`src/rst_seq_map.vh`:
```
// constants for the reset and stop-recovery sequencer
// assumes byte addressing on a 32-bit Avalon-MM slave port
`ifndef RST_SEQ_MAP_VH
`define RST_SEQ_MAP_VH

// register byte offsets
`define OFS_RESET_CAUSE 12'hFF0
`define OFS_WDT_CTL 12'hFE0
`define OFS_OSC_CTL 12'hFD8
`define OFS_SEQ_CTL 12'hFDC
`define OFS_IRQ_STATUS 12'hFE4
`define OFS_IRQ_CLEAR 12'hFE8
`define OFS_IRQ_ENABLE 12'hFEC

// reset cause register fields
`define CAUSE_POR 7
`define CAUSE_WDT 5
`define CAUSE_EXT 4
`define CAUSE_VBO 3
`define CAUSE_RESET 8'h80

// watchdog control register fields, bits 7:4 are plain software bits
`define WCTL_EXT 0
`define WCTL_SMR 1
`define WCTL_WDT 2
`define WCTL_SW_MASK 8'hF0
`define WCTL_RESET 8'h00

// oscillator control register fields
`define OSC_IPO_EN 0
`define OSC_XTAL_EN 1
`define OSC_SEL_LO 2
`define OSC_SEL_HI 3
`define OSC_RESET 8'h01

// sequencer control register fields
`define SCTL_DBG_RST 0
`define SCTL_IND_EN 1
`define SCTL_RESET 8'h00

// interrupt status / clear / enable fields
`define IRQ_EXT 0
`define IRQ_INT 1
`define IRQ_SMR 2
`define IRQ_RESET 8'h00

// timing: reset timeout in ns, recovery holds in oscillator cycles
`define RST_TIMEOUT_NS 6600
`define CLK_PERIOD_NS 100
`define SMR_CYC_NO_XTAL 66
`define SMR_CYC_XTAL 5000
`define SETTLE_CYC 4

`endif

```
`src/sync_stage.v`:
```
// two-flop synchroniser for a group of asynchronous levels
// assumes clk is the system clock and rst is synchronous active high
`timescale 1ns/10ps
module sync_stage #(
	parameter W = 1,
	parameter [W-1:0] RST_VAL = {W{1'b0}}
) (
	// clock and reset
	input wire clk,
	input wire rst,
	// asynchronous inputs and synchronised outputs
	input wire [W-1:0] d,
	output reg [W-1:0] q
);
	reg [W-1:0] meta_reg;

	// first flop feeds only the second
	always @(posedge clk) begin
		if (rst) begin
			meta_reg <= RST_VAL;
			q <= RST_VAL;
		end else begin
			meta_reg <= d;
			q <= meta_reg;
		end
	end
endmodule // sync_stage

```
`src/reset_sequencer.v`:
```
// system reset control and stop-mode recovery sequencer
// assumes one 10 MHz clock, synchronous rst as power-on reset, Avalon-MM slave
//
// The Avalon-MM register port is this design's own decision.
`timescale 1ns/10ps
`include "rst_seq_map.vh"

// Function
// - a four-cycle low pulse on the reset pin always resets; three may. this design ignores the pin during stop-mode recovery.
// - the chip stays in reset as long as the reset pin is low. this design ignores the pin during stop-mode recovery.
// - past the timeout, reset ends on the first edge after pin release. this design ends it on the third edge, behind the synchroniser.
// - an external reset sets the external flag in watchdog control.
// - the reset pin is an open-drain low indicator during reset or when enabled. this design releases it after the external timeout and while settling.
// - internal resets pull the pin low until the reset delay has passed.
// - the debugger request bit resets the chip but not the debugger.
// - the debugger request bit clears itself during the reset it starts.
// - after a debugger reset the power-up flag in the cause register is set.
// - a stop instruction puts the device into stop mode.
// - recovery holds the cpu 66 cycles, or 5000 with crystal enabled.
// - recovery changes only watchdog control and oscillator control registers.
// - after recovery the internal oscillator is enabled and selected.
module reset_sequencer #(
	parameter SMR_XTAL_CYC = `SMR_CYC_XTAL
) (
	// clock and reset
	input wire clk,
	input wire rst,
	// avalon-mm slave
	input wire [11:0] avs_address,
	input wire avs_read,
	input wire avs_write,
	input wire [31:0] avs_writedata,
	input wire [3:0] avs_byteenable,
	output reg [31:0] avs_readdata,
	output reg avs_waitrequest,
	// reset pin, open drain
	input wire reset_pin_in_n,
	output reg reset_pin_out,
	output reg reset_pin_oe,
	// reset sources
	input wire brownout_n,
	input wire wdt_timeout,
	// stop mode
	input wire stop_instr,
	input wire wake_pin,
	output reg stop_mode,
	output reg cpu_hold,
	// reset to the chip, debugger excluded
	output reg sys_reset,
	// oscillator control
	output reg ipo_enable,
	output reg xtal_enable,
	output reg [1:0] clk_select,
	// interrupt
	output reg irq
);
	localparam [2:0] ST_RUN = 3'd0;
	localparam [2:0] ST_EXT = 3'd1;
	localparam [2:0] ST_INT = 3'd2;
	localparam [2:0] ST_SETTLE = 3'd3;
	localparam [2:0] ST_STOP = 3'd4;
	localparam [2:0] ST_SMR = 3'd5;

	localparam integer TIMEOUT_CYC_I = (`RST_TIMEOUT_NS + `CLK_PERIOD_NS - 1) / `CLK_PERIOD_NS;
	localparam [12:0] TIMEOUT_CYC = TIMEOUT_CYC_I[12:0];
	localparam integer SMR_SHORT_I = `SMR_CYC_NO_XTAL;
	localparam integer SETTLE_I = `SETTLE_CYC;
	localparam [12:0] SMR_SHORT = SMR_SHORT_I[12:0];
	localparam [12:0] SMR_LONG = SMR_XTAL_CYC[12:0];
	localparam [12:0] SETTLE = SETTLE_I[12:0];

	wire pin_n_s;
	wire bo_n_s;
	wire wake_s;
	reg [2:0] state_reg;
	reg [12:0] cnt_reg;
	reg [12:0] smr_len_reg;
	reg [7:0] cause_reg;
	reg [7:0] wctl_reg;
	reg [7:0] osc_reg;
	reg [7:0] sctl_reg;
	reg [7:0] irq_stat_reg;
	reg [7:0] irq_en_reg;
	reg [7:0] rd_next;
	reg [7:0] irq_set;
	reg [7:0] irq_clr;
	wire wr_go;
	wire [7:0] wbyte;
	wire int_src;

	// pin-facing levels synchronised first
	sync_stage #(
		.W(3),
		.RST_VAL(3'b110)
	) u_sync (
		.clk(clk),
		.rst(rst),
		.d({reset_pin_in_n, brownout_n, wake_pin}),
		.q({pin_n_s, bo_n_s, wake_s})
	);

	assign wr_go = avs_write & ~avs_waitrequest;
	assign wbyte = avs_writedata[7:0];
	assign int_src = ~bo_n_s | wdt_timeout | sctl_reg[`SCTL_DBG_RST];

	// read mux for the register file
	always @* begin
		rd_next = 8'h00;
		case (avs_address)
			`OFS_RESET_CAUSE: rd_next = cause_reg;
			`OFS_WDT_CTL: rd_next = wctl_reg;
			`OFS_OSC_CTL: rd_next = osc_reg;
			`OFS_SEQ_CTL: rd_next = sctl_reg;
			`OFS_IRQ_STATUS: rd_next = irq_stat_reg;
			`OFS_IRQ_ENABLE: rd_next = irq_en_reg;
			default: rd_next = 8'h00;
		endcase
	end

	// one wait cycle per access, data ready when waitrequest drops
	always @(posedge clk) begin
		if (rst) begin
			avs_waitrequest <= 1'b1;
			avs_readdata <= 32'h0000_0000;
		end else begin
			if (avs_waitrequest & (avs_read | avs_write)) begin
				avs_waitrequest <= 1'b0;
			end else begin
				avs_waitrequest <= 1'b1;
			end
			if (avs_read & avs_waitrequest) begin
				avs_readdata <= {24'h00_0000, rd_next};
			end
		end
	end

	// interrupt events raised by the sequencer
	always @* begin
		irq_set = 8'h00;
		irq_clr = 8'h00;
		if (state_reg == ST_EXT && pin_n_s && cnt_reg >= TIMEOUT_CYC) begin
			irq_set[`IRQ_EXT] = 1'b1;
		end
		if (state_reg == ST_SETTLE && cnt_reg >= SETTLE) begin
			irq_set[`IRQ_INT] = 1'b1;
		end
		if (state_reg == ST_SMR && cnt_reg >= smr_len_reg) begin
			irq_set[`IRQ_SMR] = 1'b1;
		end
		if (wr_go && avs_address == `OFS_IRQ_CLEAR && avs_byteenable[0]) begin
			irq_clr = wbyte;
		end
	end

	// interrupt status, set wins over clear
	always @(posedge clk) begin
		if (rst) begin
			irq_stat_reg <= `IRQ_RESET;
			irq_en_reg <= `IRQ_RESET;
			irq <= 1'b0;
		end else begin
			irq_stat_reg <= (irq_stat_reg & ~irq_clr) | irq_set;
			if (wr_go && avs_address == `OFS_IRQ_ENABLE && avs_byteenable[0]) begin
				irq_en_reg <= wbyte;
			end
			irq <= |(irq_stat_reg & irq_en_reg);
		end
	end

	// sequencer state, reset outputs and software registers
	always @(posedge clk) begin
		if (rst) begin
			state_reg <= ST_INT;
			cnt_reg <= 13'h0000;
			smr_len_reg <= SMR_SHORT;
			cause_reg <= `CAUSE_RESET; // power-on cause
			wctl_reg <= `WCTL_RESET;
			osc_reg <= `OSC_RESET;
			sctl_reg <= `SCTL_RESET;
			sys_reset <= 1'b1;
			cpu_hold <= 1'b0;
			stop_mode <= 1'b0;
			reset_pin_out <= 1'b0;
			reset_pin_oe <= 1'b1;
			ipo_enable <= 1'b1;
			xtal_enable <= 1'b0;
			clk_select <= 2'b00;
		end else begin
			reset_pin_out <= 1'b0;
			// register writes from software
			if (wr_go && avs_byteenable[0]) begin
				case (avs_address)
					`OFS_WDT_CTL: wctl_reg <= (wctl_reg & ~`WCTL_SW_MASK) | (wbyte & `WCTL_SW_MASK);
					`OFS_OSC_CTL: osc_reg <= wbyte;
					`OFS_SEQ_CTL: sctl_reg <= wbyte;
					default: ;
				endcase
			end
			case (state_reg)
				ST_RUN: begin
					sys_reset <= 1'b0;
					cpu_hold <= 1'b0;
					stop_mode <= 1'b0;
					cnt_reg <= 13'h0000;
					if (!pin_n_s) begin
						// one synchronised low sample is enough
						state_reg <= ST_EXT;
						sys_reset <= 1'b1;
						reset_pin_oe <= 1'b1;
					end else if (int_src) begin
						state_reg <= ST_INT;
						sys_reset <= 1'b1;
						reset_pin_oe <= 1'b1;
						cause_reg <= 8'h00;
						cause_reg[`CAUSE_VBO] <= ~bo_n_s;
						cause_reg[`CAUSE_WDT] <= wdt_timeout;
						cause_reg[`CAUSE_POR] <= sctl_reg[`SCTL_DBG_RST];
						wctl_reg[`WCTL_WDT] <= wdt_timeout;
						wctl_reg[`WCTL_EXT] <= 1'b0;
						wctl_reg[`WCTL_SMR] <= 1'b0;
						sctl_reg[`SCTL_DBG_RST] <= 1'b0;
					end else if (stop_instr) begin
						state_reg <= ST_STOP;
						stop_mode <= 1'b1;
						reset_pin_oe <= sctl_reg[`SCTL_IND_EN];
					end else begin
						reset_pin_oe <= sctl_reg[`SCTL_IND_EN];
					end
				end
				ST_EXT: begin
					// held while the pin is low, timeout then first release
					sys_reset <= 1'b1;
					// indicator only during the timeout, own drive would hide the far side's release
					reset_pin_oe <= (cnt_reg < TIMEOUT_CYC);
					if (cnt_reg < TIMEOUT_CYC) begin
						cnt_reg <= cnt_reg + 13'h0001;
					end
					if (pin_n_s && cnt_reg >= TIMEOUT_CYC) begin
						state_reg <= ST_RUN;
						sys_reset <= 1'b0;
						reset_pin_oe <= 1'b0;
						cause_reg <= 8'h00;
						cause_reg[`CAUSE_EXT] <= 1'b1;
						wctl_reg[`WCTL_EXT] <= 1'b1;
						wctl_reg[`WCTL_WDT] <= 1'b0;
						wctl_reg[`WCTL_SMR] <= 1'b0;
						osc_reg <= `OSC_RESET;
						sctl_reg <= `SCTL_RESET;
					end
				end
				ST_INT: begin
					// pin pulled low for the whole reset delay
					sys_reset <= 1'b1;
					reset_pin_oe <= 1'b1;
					sctl_reg[`SCTL_DBG_RST] <= 1'b0;
					osc_reg <= `OSC_RESET;
					cnt_reg <= cnt_reg + 13'h0001;
					if (cnt_reg >= TIMEOUT_CYC) begin
						state_reg <= ST_SETTLE;
						reset_pin_oe <= 1'b0;
						cnt_reg <= 13'h0000;
					end
				end
				ST_SETTLE: begin
					// own drive still echoing through the synchroniser
					sys_reset <= 1'b1;
					reset_pin_oe <= 1'b0;
					cnt_reg <= cnt_reg + 13'h0001;
					if (cnt_reg >= SETTLE) begin
						state_reg <= ST_RUN;
						sys_reset <= 1'b0;
						cnt_reg <= 13'h0000;
					end
				end
				ST_STOP: begin
					stop_mode <= 1'b1;
					reset_pin_oe <= sctl_reg[`SCTL_IND_EN];
					if (!pin_n_s) begin
						state_reg <= ST_EXT;
						stop_mode <= 1'b0;
						sys_reset <= 1'b1;
						reset_pin_oe <= 1'b1;
					end else if (wake_s) begin
						state_reg <= ST_SMR;
						stop_mode <= 1'b0;
						cpu_hold <= 1'b1;
						cnt_reg <= 13'h0000;
						smr_len_reg <= osc_reg[`OSC_XTAL_EN] ? SMR_LONG : SMR_SHORT;
					end
				end
				ST_SMR: begin
					// only watchdog and oscillator control change here
					cpu_hold <= 1'b1;
					cnt_reg <= cnt_reg + 13'h0001;
					osc_reg[`OSC_IPO_EN] <= 1'b1;
					osc_reg[`OSC_SEL_HI:`OSC_SEL_LO] <= 2'b00;
					wctl_reg[`WCTL_SMR] <= 1'b1;
					if (cnt_reg >= smr_len_reg - 13'h0001) begin
						state_reg <= ST_RUN;
						cpu_hold <= 1'b0;
						cnt_reg <= 13'h0000;
					end
				end
				default: begin
					state_reg <= ST_INT;
					cnt_reg <= 13'h0000;
				end
			endcase
			ipo_enable <= osc_reg[`OSC_IPO_EN];
			xtal_enable <= osc_reg[`OSC_XTAL_EN];
			clk_select <= osc_reg[`OSC_SEL_HI:`OSC_SEL_LO];
		end
	end
endmodule // reset_sequencer

```
`config.mk`:
```
export PLATFORM = sky130hd
export DESIGN_NAME = reset_sequencer
export DESIGN_NICKNAME = d
export VERILOG_FILES = /design/src/sync_stage.v /design/src/reset_sequencer.v
export VERILOG_INCLUDE_DIRS = /design/src /design/src/src
export SDC_FILE = /design/constraint.sdc
export NUM_CORES = 1
export LEC_CHECK = 0
export BUFFER_PORTS_ARGS = -buffer_cell sky130_fd_sc_hd__buf_2
export CAP_MARGIN = 20
export CORE_UTILIZATION = 30
export DETAILED_ROUTE_END_ITERATION = 16
export PLACE_DENSITY_LB_ADDON = 0.3
export SYNTH_ARGS = -nofsm -noshare
export SYNTH_HDL_FRONTEND = slang
export SYNTH_SLANG_ARGS = --single-unit
```
`constraint.sdc`:
```
create_clock -name clk -period 5.4 [get_ports clk]
set_input_delay 1.08 -clock clk [delete_from_list [all_inputs] [get_ports clk]]
set_output_delay 1.08 -clock clk [all_outputs]
set_load 0.02 [all_outputs]
```
==> flow_summary_export.csv <==
group,metric,value,unit
synthesis,synth_edf_count,0,
hold_path,hold_start,"u_sync.meta_reg[1]",
sta,fmax,327,MHz
drt,drtIter0Drc,215,
sta,holdWs,0.415,ns
sta,drv_slew,0,
floorplanning,io_pins,100,
synthesis,synthTopCellsByCount,"dfxtp_1 (85), nor2_1 (61), mux2i_1 (47)",
grt,grt.total_usage,14.6,%
drt,ant_nets,0,
worst_setup_path,startpoint,"avs_address[11]",
floorplanning,die_y,127,um
clocking,hold_buffers,0,
power_and_ir_drop,cellPowerDensity,270,nW/um^2
synthesis,synth-compound-area-share,14.6,%
cells_and_area,multi_input_area,2720,um^2
sta,setup_viol_count_final,0,
power_and_ir_drop,power_leakage,2.01,nW
cells_and_area,drive_above_1_share,16.7,%
outcome,outcome,"finished clean",
clocking,cts_sinks,85,
synthesis,synth-xor-area-share,2.80,%
floorplanning,die_w,127,um
synthesis,synthCells,536,
clocking,root_buffer,"clkbuf_16",
grt,grt_pass1_wl,18.7,mm
worst_setup_path,end_kind,"flip-flop",
clocking,ctsResizeCount,0,
synthesis,synth_top_family_by_area,"simple AND/OR/NAND/NOR gates",
sta,finalCritPeriodShare,56.7,%
grt,gr-total-overflow,0,
synthesis,synthAdderAreaFrac,5.87,%
power_and_ir_drop,vdd_drop_max,0.117,mV
floorplanning,rows,45,
synthesis,ys_seq_elements,85,
drt,first_pass_iters,4,
sta,rsz0062_at_grt,"no",
worst_setup_path,critPathRequiredTime,5.61,ns
sta,hold_viol_final,0,
worst_setup_path,timing.setup.critical_path_class,"input pin to flip-flop",
hold_path,hp-class,"flip-flop to flip-flop",
synthesis,synth_ff_type,"dfxtp_1",
clocking,post_cts_buffers,0,
drt,drt_wl_total,11.6,mm
synthesis,synth_area_leaders,"dfxtp_1 (36%), mux2i_1 (10%), ha_1 (5.9%)",
drt,routedWlPerCell,15.2,um
place,place_congestion,0.791,
place,port_buffers,47,
sta,fin_crit,3.06,ns
floorplanning,floorplan.die_area,16100,um^2
clocking,numCtsBuffers,9,
synthesis,yosysWarnings,0,
drt,viasPerCell,5.09,
place,hpwl,8.54,mm
synthesis,synth.distinct_cells,67,
floorplanning,core-area,15200,um^2
worst_setup_path,cp_data_arrival_time,3.27,ns
synthesis,synthMuxAreaShare,10.3,%
cells_and_area,fill_cells,1598,
cells_and_area,fin_nets,649,
worst_setup_path,r2r-start,"smr_len_reg[6]",
synthesis,yosysSeqAreaShare,36.3,%
worst_setup_path,cp_max_fo,9,
run,cap_violations,0,
synthesis,synth.avg_cell_area,8.74,um^2
grt,antenna_found_initial,0,
grt,grt_pass1_vias,3581,
worst_setup_path,worstSetupStartpointType,"input pin",
floorplanning,start_util,30.8,%
clocking,htree_levels,3,
cells_and_area,diodes,0,
sta,skew,0.0106,ns
sta,fin_tns_setup,0,ns
clocking,clk_pin_slew,0.07,ns
synthesis,synth_top_area_cell,"dfxtp_1",
synthesis,yosysTopAreaCellShare,36.3,%
sta,setup_ws,2.34,ns
synthesis,synthArstFlopShare,0,%
clocking,clockBufferDepth,2,
cells_and_area,syn2layout_area_growth,11.9,%
cells_and_area,seqCellArea,1700,um^2
grt,grt_max_degree,55,
drt,drc,0,
sta,worstMarginPinSlew,0.785,ns
place,place_inst,747,
clocking,cts_tree,"built",
drt,via_count,3880,
synthesis,yosysMostFrequentCell,"dfxtp_1",
synthesis,synthSimpleGateAreaFrac,22.4,%
cells_and_area,largest_reg_flops,13,
cells_and_area,fin_cells,763,
synthesis,netlist_area,4690,um^2
sta,maxSlewHeadroom,47.6,%
clocking,clock_latency,0.35,ns
place,pre_cts_slack,2.03,ns
==> logic make-up (layout without fill, tap and decap cells) <==
kind of cell | Yosys count | after routing
adders and majority gates | 22 | 22
AOI/OAI and AO/OA | 99 | 99
DFF | 85 | 85
buffers and inverters | 63 | 78
other | 1 | 25
and+or+nand+nor | 203 | 203
xor gates and xnor gates | 15 | 15
muxes | 48 | 48
==> critical path, cell delays in order <==
cell and delay [ns]:
buf_2 0.08, nand4_1 0.09, nor4_2 0.50, nand4b_1 0.53
nor2_2 0.67, mux2i_1 0.25, nor2_1 0.05
==> layout by cell type, fill, tap and decap left out, drive strengths merged, types with 3 or more instances in the layout <==
cell type   n
clkinvlp    3
inv        14
mux2i      47
a21oi      36
o21ai      12
o2bb2ai     4
nor3b       4
nand2      45
a22oi       5
clkbuf      9
xor2       13
a2111oi     4
conb       25
nor2b       9
o31ai       5
nand2b      4
and2        3
nor3        3
ha         22
nand3      16
or2         8
nor4        3
nor2       73
buf        51
and3       10
nand4      12
dfxtp      85
a211oi      8
==> worst paths after layout <==
path,end,slack [ns],cells past startpoint
worst min-delay path,u_sync.q[1],0.41,1
worst max register to register,state_reg[0],2.59,10
worst max-delay path,irq_en_reg[4],2.34,7
worst min register to register,u_sync.q[1],0.41,1
==> metal layers <==
layer	share of wire [%]	track usage, %
met3	4.2	2.43
met1	50	20.4
met2	45	22.9
met4	0.92	4.90
met5	0	0
==> power breakdown <==
| group | switching (mW) | total [mW] | internal [mW] | leakage, nW |
|---|---|---|---|---|
| clock | 0.272 | 0.589 | 0.317 | 0.130 |
| sequential | 0.0232 | 0.663 | 0.640 | 0.688 |
| combinational | 0.0982 | 0.162 | 0.0638 | 1.19 |
| total | 0.393 | 1.41 | 1.02 | 2.01 |
==> layout make-up <==
| type | count | area share (%) |
|---|---|---|
| multi-input cells | 412 | 51.8 |
| repair buffers | 51 | 5.06 |
| clock buffers | 9 | 4.29 |
| clock inverters | 7 | 1.07 |
| flip-flops and latches | 85 | 32.5 |
| well taps | 188 | 4.49 |
| inverters | 11 | 0.787 |
==> per-stage QoR <==
step           util [%]  cell area (um^2)  total power [mW]
2_1_floorplan         -              4780             0.811
3_3_place_gp       32.6              4960             0.835
3_5_place_dp       32.6              4960             0.839
4_1_cts            34.5              5240              1.43
5_1_grt            34.5              5240              1.47
6_report           34.5              5240              1.41
Note: power is estimated with default switching activity, not from simulation.
